==> config.mk <==
export PLATFORM = sky130hd
export DESIGN_NAME = diskette_adapter_control
export DESIGN_NICKNAME = d
export VERILOG_FILES = /design/src/diskette_adapter_pkg.sv /design/src/diskette_adapter_control.sv /design/src/byte_fifo.sv
export SDC_FILE = /design/constraint.sdc
export NUM_CORES = 1
export LEC_CHECK = 0
export BUFFER_PORTS_ARGS = -buffer_cell sky130_fd_sc_hd__buf_2
export CAP_MARGIN = 30
export CORE_UTILIZATION = 60
export CTS_CLUSTER_DIAMETER = 60
export DETAILED_ROUTE_END_ITERATION = 7
export GPL_ROUTABILITY_DRIVEN = 0
export GPL_TIMING_DRIVEN = 0
export PLACE_DENSITY = 0.81
export RECOVER_POWER = 25
export REMOVE_ABC_BUFFERS = 1
export SETUP_SLACK_MARGIN = 0.15
export SLEW_MARGIN = 40
export SYNTH_ARGS = -nofsm -noshare
export SYNTH_HDL_FRONTEND = slang
export SYNTH_HIERARCHICAL = 1
export SYNTH_SLANG_ARGS = --single-unit
export TNS_END_PERCENT = 20
==> constraint.sdc <==
create_clock -name sys_clk_i -period 3.7 [get_ports sys_clk_i]
set_input_delay 0.74 -clock sys_clk_i [delete_from_list [all_inputs] [get_ports sys_clk_i]]
set_output_delay 0.74 -clock sys_clk_i [all_outputs]
set_load 0.02 [all_outputs]
==> src/diskette_adapter_pkg.sv <==
// Shared constants for the diskette adapter control block
package diskette_adapter_pkg;
  localparam logic [9:0] DRIVE_CONTROL_ADDR = 10'h3f2;
  localparam logic [9:0] MAIN_STATUS_ADDR   = 10'h3f4;
  localparam logic [9:0] DATA_STACK_ADDR    = 10'h3f5;
  localparam int SEL_LO_BIT    = 0;
  localparam int SEL_HI_BIT    = 1;
  localparam int NOT_RESET_BIT = 2;
  localparam int REQ_GATE_BIT  = 3;
  localparam int MOTOR_A_BIT   = 4;
  localparam int MOTOR_B_BIT   = 5;
  localparam logic [7:0] DRIVE_CONTROL_RST = 8'h00;
  localparam int MSR_BUSY_BIT = 4;
  localparam int MSR_EXEC_BIT = 5;
  localparam int MSR_DIO_BIT  = 6;
  localparam int MSR_RQM_BIT  = 7;
  localparam int NUM_COMMANDS = 15;
  localparam int DATA_WIDTH   = 8;
  localparam int FIFO_DEPTH   = 32;
  localparam logic [3:0] RESULT_BYTES = 4'h7;
  typedef enum logic [1:0] {PH_COMMAND, PH_EXECUTE, PH_RESULT} phase_e;
endpackage

==> src/diskette_adapter_control.sv <==
// Drive control register and controller host interface of the diskette adapter
`timescale 1ns/1ps
`default_nettype none
module diskette_adapter_control
  import diskette_adapter_pkg::*;
#(
  parameter int DEPTH = FIFO_DEPTH
) (
  input  wire logic                  sys_clk_i,
  input  wire logic                  rst_i,
  input  wire logic [9:0]            io_addr_i,
  input  wire logic                  io_wr_i,
  input  wire logic                  io_rd_i,
  input  wire logic [DATA_WIDTH-1:0] io_wdata_i,
  output logic      [DATA_WIDTH-1:0] io_rdata_o,
  output logic                       io_rdata_en_o,
  input  wire logic                  dma_ack_i,
  input  wire logic                  disk_index_i,
  output logic                       irq_o,
  output logic                       irq_oe_o,
  output logic                       dma_req_o,
  output logic                       dma_req_oe_o,
  output logic                       drive_sel_a_o,
  output logic                       drive_sel_b_o,
  output logic                       motor_a_o,
  output logic                       motor_b_o,
  output logic                       ctrl_reset_o,
  output logic      [3:0]            command_code_o
);
  logic [7:0]            drive_control_ff;
  phase_e                phase_ff;
  logic [3:0]            cmd_len_ff;
  logic [3:0]            cmd_cnt_ff;
  logic [3:0]            res_cnt_ff;
  logic [3:0]            command_ff;
  logic                  pend_irq_ff;
  logic                  ctrl_rst;
  logic                  wr_dcr;
  logic                  wr_data;
  logic                  rd_data;
  logic                  rd_status;
  logic                  exec_done;
  logic                  fifo_in_ready;
  logic                  fifo_out_valid;
  logic [DATA_WIDTH-1:0] fifo_out_data;
  logic                  fifo_push;
  logic                  fifo_pop;
  logic [7:0]            status_byte;
  logic                  gate;

  assign ctrl_rst  = !drive_control_ff[NOT_RESET_BIT];
  assign gate      = drive_control_ff[REQ_GATE_BIT];
  assign wr_dcr    = io_wr_i && (io_addr_i == DRIVE_CONTROL_ADDR);
  assign wr_data   = io_wr_i && (io_addr_i == DATA_STACK_ADDR);
  assign rd_data   = io_rd_i && (io_addr_i == DATA_STACK_ADDR);
  assign rd_status = io_rd_i && (io_addr_i == MAIN_STATUS_ADDR);

  // Drive control register; no read path exists on purpose
  always_ff @(posedge sys_clk_i or posedge rst_i) begin
    if (rst_i) begin
      drive_control_ff <= DRIVE_CONTROL_RST;
    end else if (wr_dcr) begin
      drive_control_ff <= io_wdata_i;
    end
  end

  // Drive lines: only 00 and 01 decode, each needs its motor on
  always_ff @(posedge sys_clk_i or posedge rst_i) begin
    if (rst_i) begin
      drive_sel_a_o <= 1'b0;
      drive_sel_b_o <= 1'b0;
      motor_a_o     <= 1'b0;
      motor_b_o     <= 1'b0;
      ctrl_reset_o  <= 1'b1;
    end else begin
      drive_sel_a_o <= (drive_control_ff[SEL_HI_BIT:SEL_LO_BIT] == 2'h0)
                       && drive_control_ff[MOTOR_A_BIT];
      drive_sel_b_o <= (drive_control_ff[SEL_HI_BIT:SEL_LO_BIT] == 2'h1)
                       && drive_control_ff[MOTOR_B_BIT];
      motor_a_o     <= drive_control_ff[MOTOR_A_BIT];
      motor_b_o     <= drive_control_ff[MOTOR_B_BIT];
      ctrl_reset_o  <= ctrl_rst;
    end
  end

  // Command length per opcode; unknown opcodes take two bytes
  function automatic logic [3:0] cmd_len(input logic [3:0] op);
    logic [3:0] len;
    len = 4'h1;
    if (op != 4'h0) begin
      len = (op < 4'h8) ? 4'h9 : 4'h2;
    end
    return len;
  endfunction

  // Result bytes wait in the FIFO until the host reads them
  // A controller reset in mid-execution blocks further pushes but leaves bytes already pushed behind for the next command
  assign fifo_push = (phase_ff == PH_EXECUTE) && !ctrl_rst && exec_done && fifo_in_ready;
  assign fifo_pop  = rd_data && (phase_ff == PH_RESULT) && fifo_out_valid;

  // Each execution byte completes on the DMA acknowledge or an index pulse
  assign exec_done = dma_ack_i || disk_index_i;

  // Phase sequencer held idle while the controller is in reset
  always_ff @(posedge sys_clk_i or posedge rst_i) begin
    if (rst_i) begin
      phase_ff   <= PH_COMMAND;
      cmd_len_ff <= 4'h1;
      cmd_cnt_ff <= 4'h0;
      res_cnt_ff <= 4'h0;
      command_ff <= 4'h0;
    end else if (ctrl_rst) begin
      phase_ff   <= PH_COMMAND;
      cmd_cnt_ff <= 4'h0;
      res_cnt_ff <= 4'h0;
    end else begin
      case (phase_ff)
        PH_COMMAND: begin
          if (wr_data) begin
            if (cmd_cnt_ff == 4'h0) begin
              command_ff <= (io_wdata_i[3:0] < 4'(NUM_COMMANDS)) ? io_wdata_i[3:0] : 4'h0;
              cmd_len_ff <= cmd_len(io_wdata_i[3:0]);
            end
            if ((cmd_cnt_ff == 4'h0 && cmd_len(io_wdata_i[3:0]) == 4'h1) ||
                (cmd_cnt_ff != 4'h0 && cmd_cnt_ff + 4'h1 == cmd_len_ff)) begin
              phase_ff   <= PH_EXECUTE;
              cmd_cnt_ff <= 4'h0;
            end else begin
              cmd_cnt_ff <= cmd_cnt_ff + 4'h1;
            end
          end
        end
        PH_EXECUTE: begin
          // Stalls while the result buffer is full
          if (fifo_push) begin
            if (res_cnt_ff + 4'h1 == RESULT_BYTES) begin
              phase_ff   <= PH_RESULT;
              res_cnt_ff <= 4'h0;
            end else begin
              res_cnt_ff <= res_cnt_ff + 4'h1;
            end
          end
        end
        PH_RESULT: begin
          if (fifo_pop && res_cnt_ff + 4'h1 == RESULT_BYTES) begin
            phase_ff   <= PH_COMMAND;
            res_cnt_ff <= 4'h0;
          end else if (fifo_pop) begin
            res_cnt_ff <= res_cnt_ff + 4'h1;
          end
        end
        default: phase_ff <= PH_COMMAND;
      endcase
    end
  end

  byte_fifo #(
    .WIDTH (DATA_WIDTH),
    .DEPTH (DEPTH)
  ) u_result_fifo (
    .sys_clk_i   (sys_clk_i),
    .rst_i       (rst_i),
    .in_valid_i  (fifo_push),
    .in_ready_o  (fifo_in_ready),
    .in_data_i   ({command_ff, res_cnt_ff}),
    .out_valid_o (fifo_out_valid),
    .out_ready_i (rd_data && phase_ff == PH_RESULT),
    .out_data_o  (fifo_out_data)
  );

  // Main status: request-for-master, direction, execution, busy
  always_comb begin
    status_byte = 8'h00;
    status_byte[MSR_RQM_BIT]  = !ctrl_rst && ((phase_ff == PH_COMMAND) ||
                                 (phase_ff == PH_RESULT && fifo_out_valid));
    status_byte[MSR_DIO_BIT]  = (phase_ff == PH_RESULT);
    status_byte[MSR_EXEC_BIT] = (phase_ff == PH_EXECUTE);
    status_byte[MSR_BUSY_BIT] = (phase_ff != PH_COMMAND) || (cmd_cnt_ff != 4'h0);
  end

  // Read data: one stacked byte or the status, presented for one cycle
  always_ff @(posedge sys_clk_i or posedge rst_i) begin
    if (rst_i) begin
      io_rdata_o    <= 8'h00;
      io_rdata_en_o <= 1'b0;
    end else begin
      io_rdata_en_o <= rd_status || rd_data;
      if (rd_status) begin
        io_rdata_o <= status_byte;
      end else if (rd_data) begin
        io_rdata_o <= fifo_out_valid && phase_ff == PH_RESULT ? fifo_out_data : 8'h00;
      end
    end
  end

  // Completion flag: set when results are ready, cleared by reading or reset
  always_ff @(posedge sys_clk_i or posedge rst_i) begin
    if (rst_i) begin
      pend_irq_ff <= 1'b0;
    end else if (phase_ff == PH_EXECUTE && fifo_push &&
                 res_cnt_ff + 4'h1 == RESULT_BYTES) begin
      pend_irq_ff <= 1'b1;
    end else if (rd_data || ctrl_rst) begin
      pend_irq_ff <= 1'b0;
    end
  end

  // Bus request drivers enabled only when the gate bit is set
  always_ff @(posedge sys_clk_i or posedge rst_i) begin
    if (rst_i) begin
      irq_o          <= 1'b0;
      irq_oe_o       <= 1'b0;
      dma_req_o      <= 1'b0;
      dma_req_oe_o   <= 1'b0;
      command_code_o <= 4'h0;
    end else begin
      irq_oe_o       <= gate;
      dma_req_oe_o   <= gate;
      irq_o          <= gate && pend_irq_ff;
      dma_req_o      <= gate && !ctrl_rst && phase_ff == PH_EXECUTE && fifo_in_ready;
      command_code_o <= command_ff;
    end
  end
endmodule
`default_nettype wire

==> src/byte_fifo.sv <==
// Small synchronous FIFO with valid/ready on both sides
`timescale 1ns/1ps
`default_nettype none
module byte_fifo #(
  parameter int WIDTH = 8,
  parameter int DEPTH = 32
) (
  input  wire logic             sys_clk_i,
  input  wire logic             rst_i,
  input  wire logic             in_valid_i,
  output logic                  in_ready_o,
  input  wire logic [WIDTH-1:0] in_data_i,
  output logic                  out_valid_o,
  input  wire logic             out_ready_i,
  output logic      [WIDTH-1:0] out_data_o
);
  localparam int AW = $clog2(DEPTH);
  logic [WIDTH-1:0] mem [DEPTH];
  logic [AW-1:0]    wr_ptr_ff;
  logic [AW-1:0]    rd_ptr_ff;
  logic [AW:0]      count_ff;
  logic             push;
  logic             pop;

  // Full comes straight from the occupancy count; empty is the registered head valid
  assign in_ready_o = (count_ff != (AW+1)'(DEPTH));
  assign push       = in_valid_i && in_ready_o;
  assign pop        = out_valid_o && out_ready_i;

  // Storage write
  always_ff @(posedge sys_clk_i) begin
    if (push) begin
      mem[wr_ptr_ff] <= in_data_i;
    end
  end

  // Pointers and count
  always_ff @(posedge sys_clk_i or posedge rst_i) begin
    if (rst_i) begin
      wr_ptr_ff <= '0;
      rd_ptr_ff <= '0;
      count_ff  <= '0;
    end else begin
      if (push) wr_ptr_ff <= wr_ptr_ff + AW'(1);
      if (pop) rd_ptr_ff <= rd_ptr_ff + AW'(1);
      count_ff <= count_ff + (AW+1)'(push) - (AW+1)'(pop);
    end
  end

  // Head word held in a register; refilled after each pop
  always_ff @(posedge sys_clk_i or posedge rst_i) begin
    if (rst_i) begin
      out_valid_o <= 1'b0;
      out_data_o  <= '0;
    end else if (!out_valid_o || pop) begin
      if (count_ff > (AW+1)'(pop)) begin
        out_valid_o <= 1'b1;
        out_data_o  <= mem[pop ? rd_ptr_ff + AW'(1) : rd_ptr_ff];
      end else begin
        out_valid_o <= 1'b0;
      end
    end
  end
endmodule
`default_nettype wire

==> results summary <==
The utilization after layout came out at 69.1%. Summing the sequential cell areas from Yosys gives around three fifths of the chip area. By area the synthesized netlist is led by sky130_fd_sc_hd__edfxtp_1 50%, sky130_fd_sc_hd__dfrtp_1 11%, sky130_fd_sc_hd__mux2i_1 10%, sky130_fd_sc_hd__mux2_2 3.7%, sky130_fd_sc_hd__mux4_2 3.2%. The portion of synthesized cell area occupied by the leading cell type came out at 49.9%. The maximum clock rate came out at 285 MHz. The largest fanout on the critical path came out at 30. The final reports fail on capacitance limit, slew limit.

The maximum clock insertion buffer count is 3. The cell sitting at the root of the clock tree is a sky130_fd_sc_hd__clkbuf_16. Dividing the final minimum period by the clock period gives 94.8%. The shortest period the worst path allows is 3.51 ns. By count the netlist is led by 256 x sky130_fd_sc_hd__edfxtp_1, 153 x sky130_fd_sc_hd__mux2i_1, 84 x sky130_fd_sc_hd__nand2_1. The region available for standard cell placement spans about 25000 um^2.

The worst setup path is of the input port to flop kind. Fill cells in the final layout number 1625. Among cell families on the critical path, the largest total delay comes from simple AND/OR/NAND/NOR gates.

The number of global-route vias before repair came out at just under 10k. The TritonCTS clock tree is built. The overall die height is roughly 160 um. At the pin with the least slew margin, the transition time is slightly below 2 ns. The path category of the worst min-delay check is flop to flop.

The synthesized flop and latch total is 326. The first detailed-routing pass ran for 5 iterations. The number of max-slew violations in the final report came out at 46. The distinct cell type count of the synthesized netlist is 73. The total global routing track utilization came out at 27.6%.

The leakage power of the design is 6.20 nW. STA classifies the critical path startpoint as an input port. The maximum vdd ir drop came out at 404 uV. The total global routing overflow came out at 0. The share of flip-flops with an asynchronous set or reset after synthesis is 21.5%. The final setup skew is 0.0209 ns. The final net count came out at 1178.

The synthesized design spends more area on one cell type than any other, namely sky130_fd_sc_hd__edfxtp_1. The total of hold buffers inserted after clock tree synthesis came out at 0. Dividing the detail-routed wire length by the instance count gives 24.1 um. The H-tree depth reported by CTS came out at 2. Entering global routing, the biggest net connects between 40 and 50 pins. The width of the chip came out at roughly 160 um.

The total of warnings raised by yosys is 6. The worst setup path is captured at a flop. The die area came out at 26300 um^2. The sum of routed wire length over all layers is between 30000 and 40000 um. Counting both buffers and inverters, the worst setup path holds a total of 5. The largest single stage delay on the critical path is 0.35 ns.

The vias per cell is 6.59. The number of antenna violations at the first check in global routing came out at 0. The signed area change from the synthesized netlist to the final layout came out at 13.0%. Summed over all nets, the half-perimeter wirelength after detailed placement is 21500 um. The number of clock buffers inserted by TritonCTS came out at 34. Detailed routing inserted a total of 9806 vias. The critical path's slowest cell is sky130_fd_sc_hd__a311oi_1. The post-synthesis instance total is 1097. The number of hold violations in the final report is 0. The number of routed nets with antenna violations is 0. The overall power consumption is 0.00749 W. A synthesized cell averages 14.0 um^2. Across the run, the number of max-cap violations was 1. The number of antenna diodes is 0. The source-to-sink clock delay at the later pin of the worst-skew pair is ~0.51 ns. For this configuration, the core starts out at a cell density of between 60% and 70%. The global-route wire length before repair is between 50000 and 60000 um. Setup repair after global routing could not meet its margin everywhere. The CTS sink count came out at roughly 330. The count of buffers added on input and output ports is 43. The required time of the critical path is 4.10 ns. The number of remaining DRC errors is 0. The number of rows in the core area is just under 60. The number of top-level design ports came out at 46.

The headroom to the max-slew limit is -32.2%. Setup violations remaining at the end of the flow were counted as 0. Walking the worst path, the cells encountered are buf_2 > and3b_2 > nand4_1 > inv_2 > nand2_1 > nor3_2 > buf_6 > nand3_1 > xor2_4 > buf_16 > inv_8 > nor2_2 > a221oi_1 > o21ai_0 > a311oi_1. Cells with a size suffix above 1 make up approximately 22% of the layout.

The flow ran to the end, but the final reports show violations. Yosys mapped a number of flops with a built-in enable equal to about 260. The number of DRC markers in iteration 0 came out at between 1k and 1.5k. The clock transition time at the flip-flop clock pins of the worst setup and hold paths came out at 0.06 ns.

The arrival time of the worst setup path came out at 3.90 ns. The most common cell in the synthesized netlist is sky130_fd_sc_hd__edfxtp_1. For this run, the leading register cell type out of synthesis is sky130_fd_sc_hd__edfxtp_1. The netlist area before placement came out at 15400 um^2. The total power divided by cell area came out at 431 nW/um^2.
-- cell type report --
type | count | area (um^2) | area share (%)
repair inverters | 1 | 8.76 | 0.0504
clock buffers | 49 | 1010 | 5.83
inverters | 27 | 135 | 0.777
multi-input cells | 676 | 5690 | 32.7
flip-flops and latches | 326 | 9450 | 54.4
clock inverters | 12 | 114 | 0.655
well taps | 330 | 413 | 2.37
repair buffers | 68 | 561 | 3.22
-- flip-flops by register name, indices dropped and copies added, names as in the netlist --
signal	flops
io_rdata_o	8
io_rdata_en_o	1
u_result_fifo/out_data_o	8
dma_req_oe_o	1
u_result_fifo/out_valid_o	1
pend_irq_ff	1
u_result_fifo/rd_ptr_ff	5
irq_o	1
command_ff	4
motor_b_o	1
res_cnt_ff	4
cmd_cnt_ff	4
u_result_fifo/mem	256
u_result_fifo/wr_ptr_ff	5
phase_ff	2
u_result_fifo/count_ff	6
cmd_len_ff	3
drive_sel_b_o	1
dma_req_o	1
motor_a_o	1
drive_sel_a_o	1
ctrl_reset_o	1
command_code_o	4
drive_control_ff	6
-- per-stage QoR --
stage                     hold slack [ns]  std cells  worst slack, ns  cell area [um^2]  setup TNS (ns)
after CTS                           0.319       1486            0.173             17300               0
after global placement              0.383       1402            -7.14             15700          -92.22
after detailed placement            0.382       1413            -1.53             16000          -19.75
after floorplan                     0.361       1029            -4.09             15100          -43.07
final                               0.403       1489            0.194             17400               0
after global routing                0.412       1489           0.0966             17400               0
-- per-layer routing --
layer / share of wire [%] / up-vias / track usage, %
met5: 0 / - / 0
met4: 3.3 / 0 / 12.4
met3: 8.2 / 95 / 4.83
met2: 50 / 459 / 45.5
met1: 39 / 4913 / 36.2
li1: - / 4339 / -
-- cells in the final DEF, fill, tap and decap left out, types with 7 or more instances in the layout --
| cell type | n |
|---|---|
| sky130_fd_sc_hd__edfxtp_1 | 256 |
| sky130_fd_sc_hd__mux2i_1 | 153 |
| sky130_fd_sc_hd__nand2_1 | 84 |
| sky130_fd_sc_hd__dfrtp_1 | 63 |
| sky130_fd_sc_hd__mux2_2 | 50 |
| sky130_fd_sc_hd__buf_2 | 42 |
| sky130_fd_sc_hd__clkbuf_16 | 36 |
| sky130_fd_sc_hd__nor2_1 | 35 |
| sky130_fd_sc_hd__o22ai_1 | 30 |
| sky130_fd_sc_hd__o21ai_0 | 23 |
| sky130_fd_sc_hd__a221oi_1 | 23 |
| sky130_fd_sc_hd__mux4_2 | 22 |
| sky130_fd_sc_hd__inv_1 | 21 |
| sky130_fd_sc_hd__nand3_1 | 20 |
| sky130_fd_sc_hd__ha_1 | 18 |
| sky130_fd_sc_hd__a21oi_1 | 14 |
| sky130_fd_sc_hd__a31oi_1 | 13 |
| sky130_fd_sc_hd__buf_4 | 12 |
| sky130_fd_sc_hd__and3_1 | 11 |
| sky130_fd_sc_hd__xnor2_1 | 10 |
| sky130_fd_sc_hd__nor3_1 | 10 |
| sky130_fd_sc_hd__o211ai_1 | 10 |
| sky130_fd_sc_hd__a211oi_1 | 10 |
| sky130_fd_sc_hd__a221o_1 | 10 |
| sky130_fd_sc_hd__nand4_1 | 9 |
| sky130_fd_sc_hd__nor2_2 | 9 |
| sky130_fd_sc_hd__a211o_1 | 8 |
| sky130_fd_sc_hd__a22o_1 | 8 |
| sky130_fd_sc_hd__buf_12 | 8 |
| sky130_fd_sc_hd__nand3b_1 | 7 |
| sky130_fd_sc_hd__clkbuf_1 | 7 |
-- final timing paths --
| path | from | depth (start not counted) | slack [ns] | to |
|---|---|---|---|---|
| worst min-delay path | drive_control_ff[4]$_DFFE_PP0P_ | 0 | 0.40 | motor_a_o$_DFF_PP0_ |
| max in group asynchronous | rst_i | 2 | 1.91 | res_cnt_ff[1]$_DFFE_PP0P_ |
| worst max register to register | u_result_fifo/rd_ptr_ff[1]$_DFF_PP0_ | 10 | 0.24 | u_result_fifo/out_data_o[0]$_DFFE_PP0P_ |
| worst max-delay path | io_addr_i[3] | 15 | 0.19 | u_result_fifo/out_data_o[7]$_DFFE_PP0P_ |
| worst min register to register | drive_control_ff[4]$_DFFE_PP0P_ | 0 | 0.40 | motor_a_o$_DFF_PP0_ |
| min in group asynchronous | rst_i | 2 | 0.51 | u_result_fifo/wr_ptr_ff[3]$_DFFE_PP0P_ |
-- logic make-up (layout without fill, tap and decap cells) --
logic type	Yosys count	in the layout	share of synthesized area, %
buf+inv	95	157	2.84
xor+xnor	15	15	0.992
compound gates	185	185	8.80
simple gates	230	230	7.43
mux	226	226	16.9
flops	326	326	61.3
fa+ha+maj	20	20	1.67
-- where the power goes --
group / internal [W] / switching (W)
clock: 0.00205 / 0.00134
combinational: 0.0000686 / 0.0000999
sequential: 0.00393 / 0.0000115
-- repair_timing --
action	in CTS	in global routing
gates resized for setup	23	10
setup endpoints to repair	16	10
setup buffers	11	3
pin swaps	6	1
cloned	1	0
Note: power is estimated with default switching activity, not from simulation.
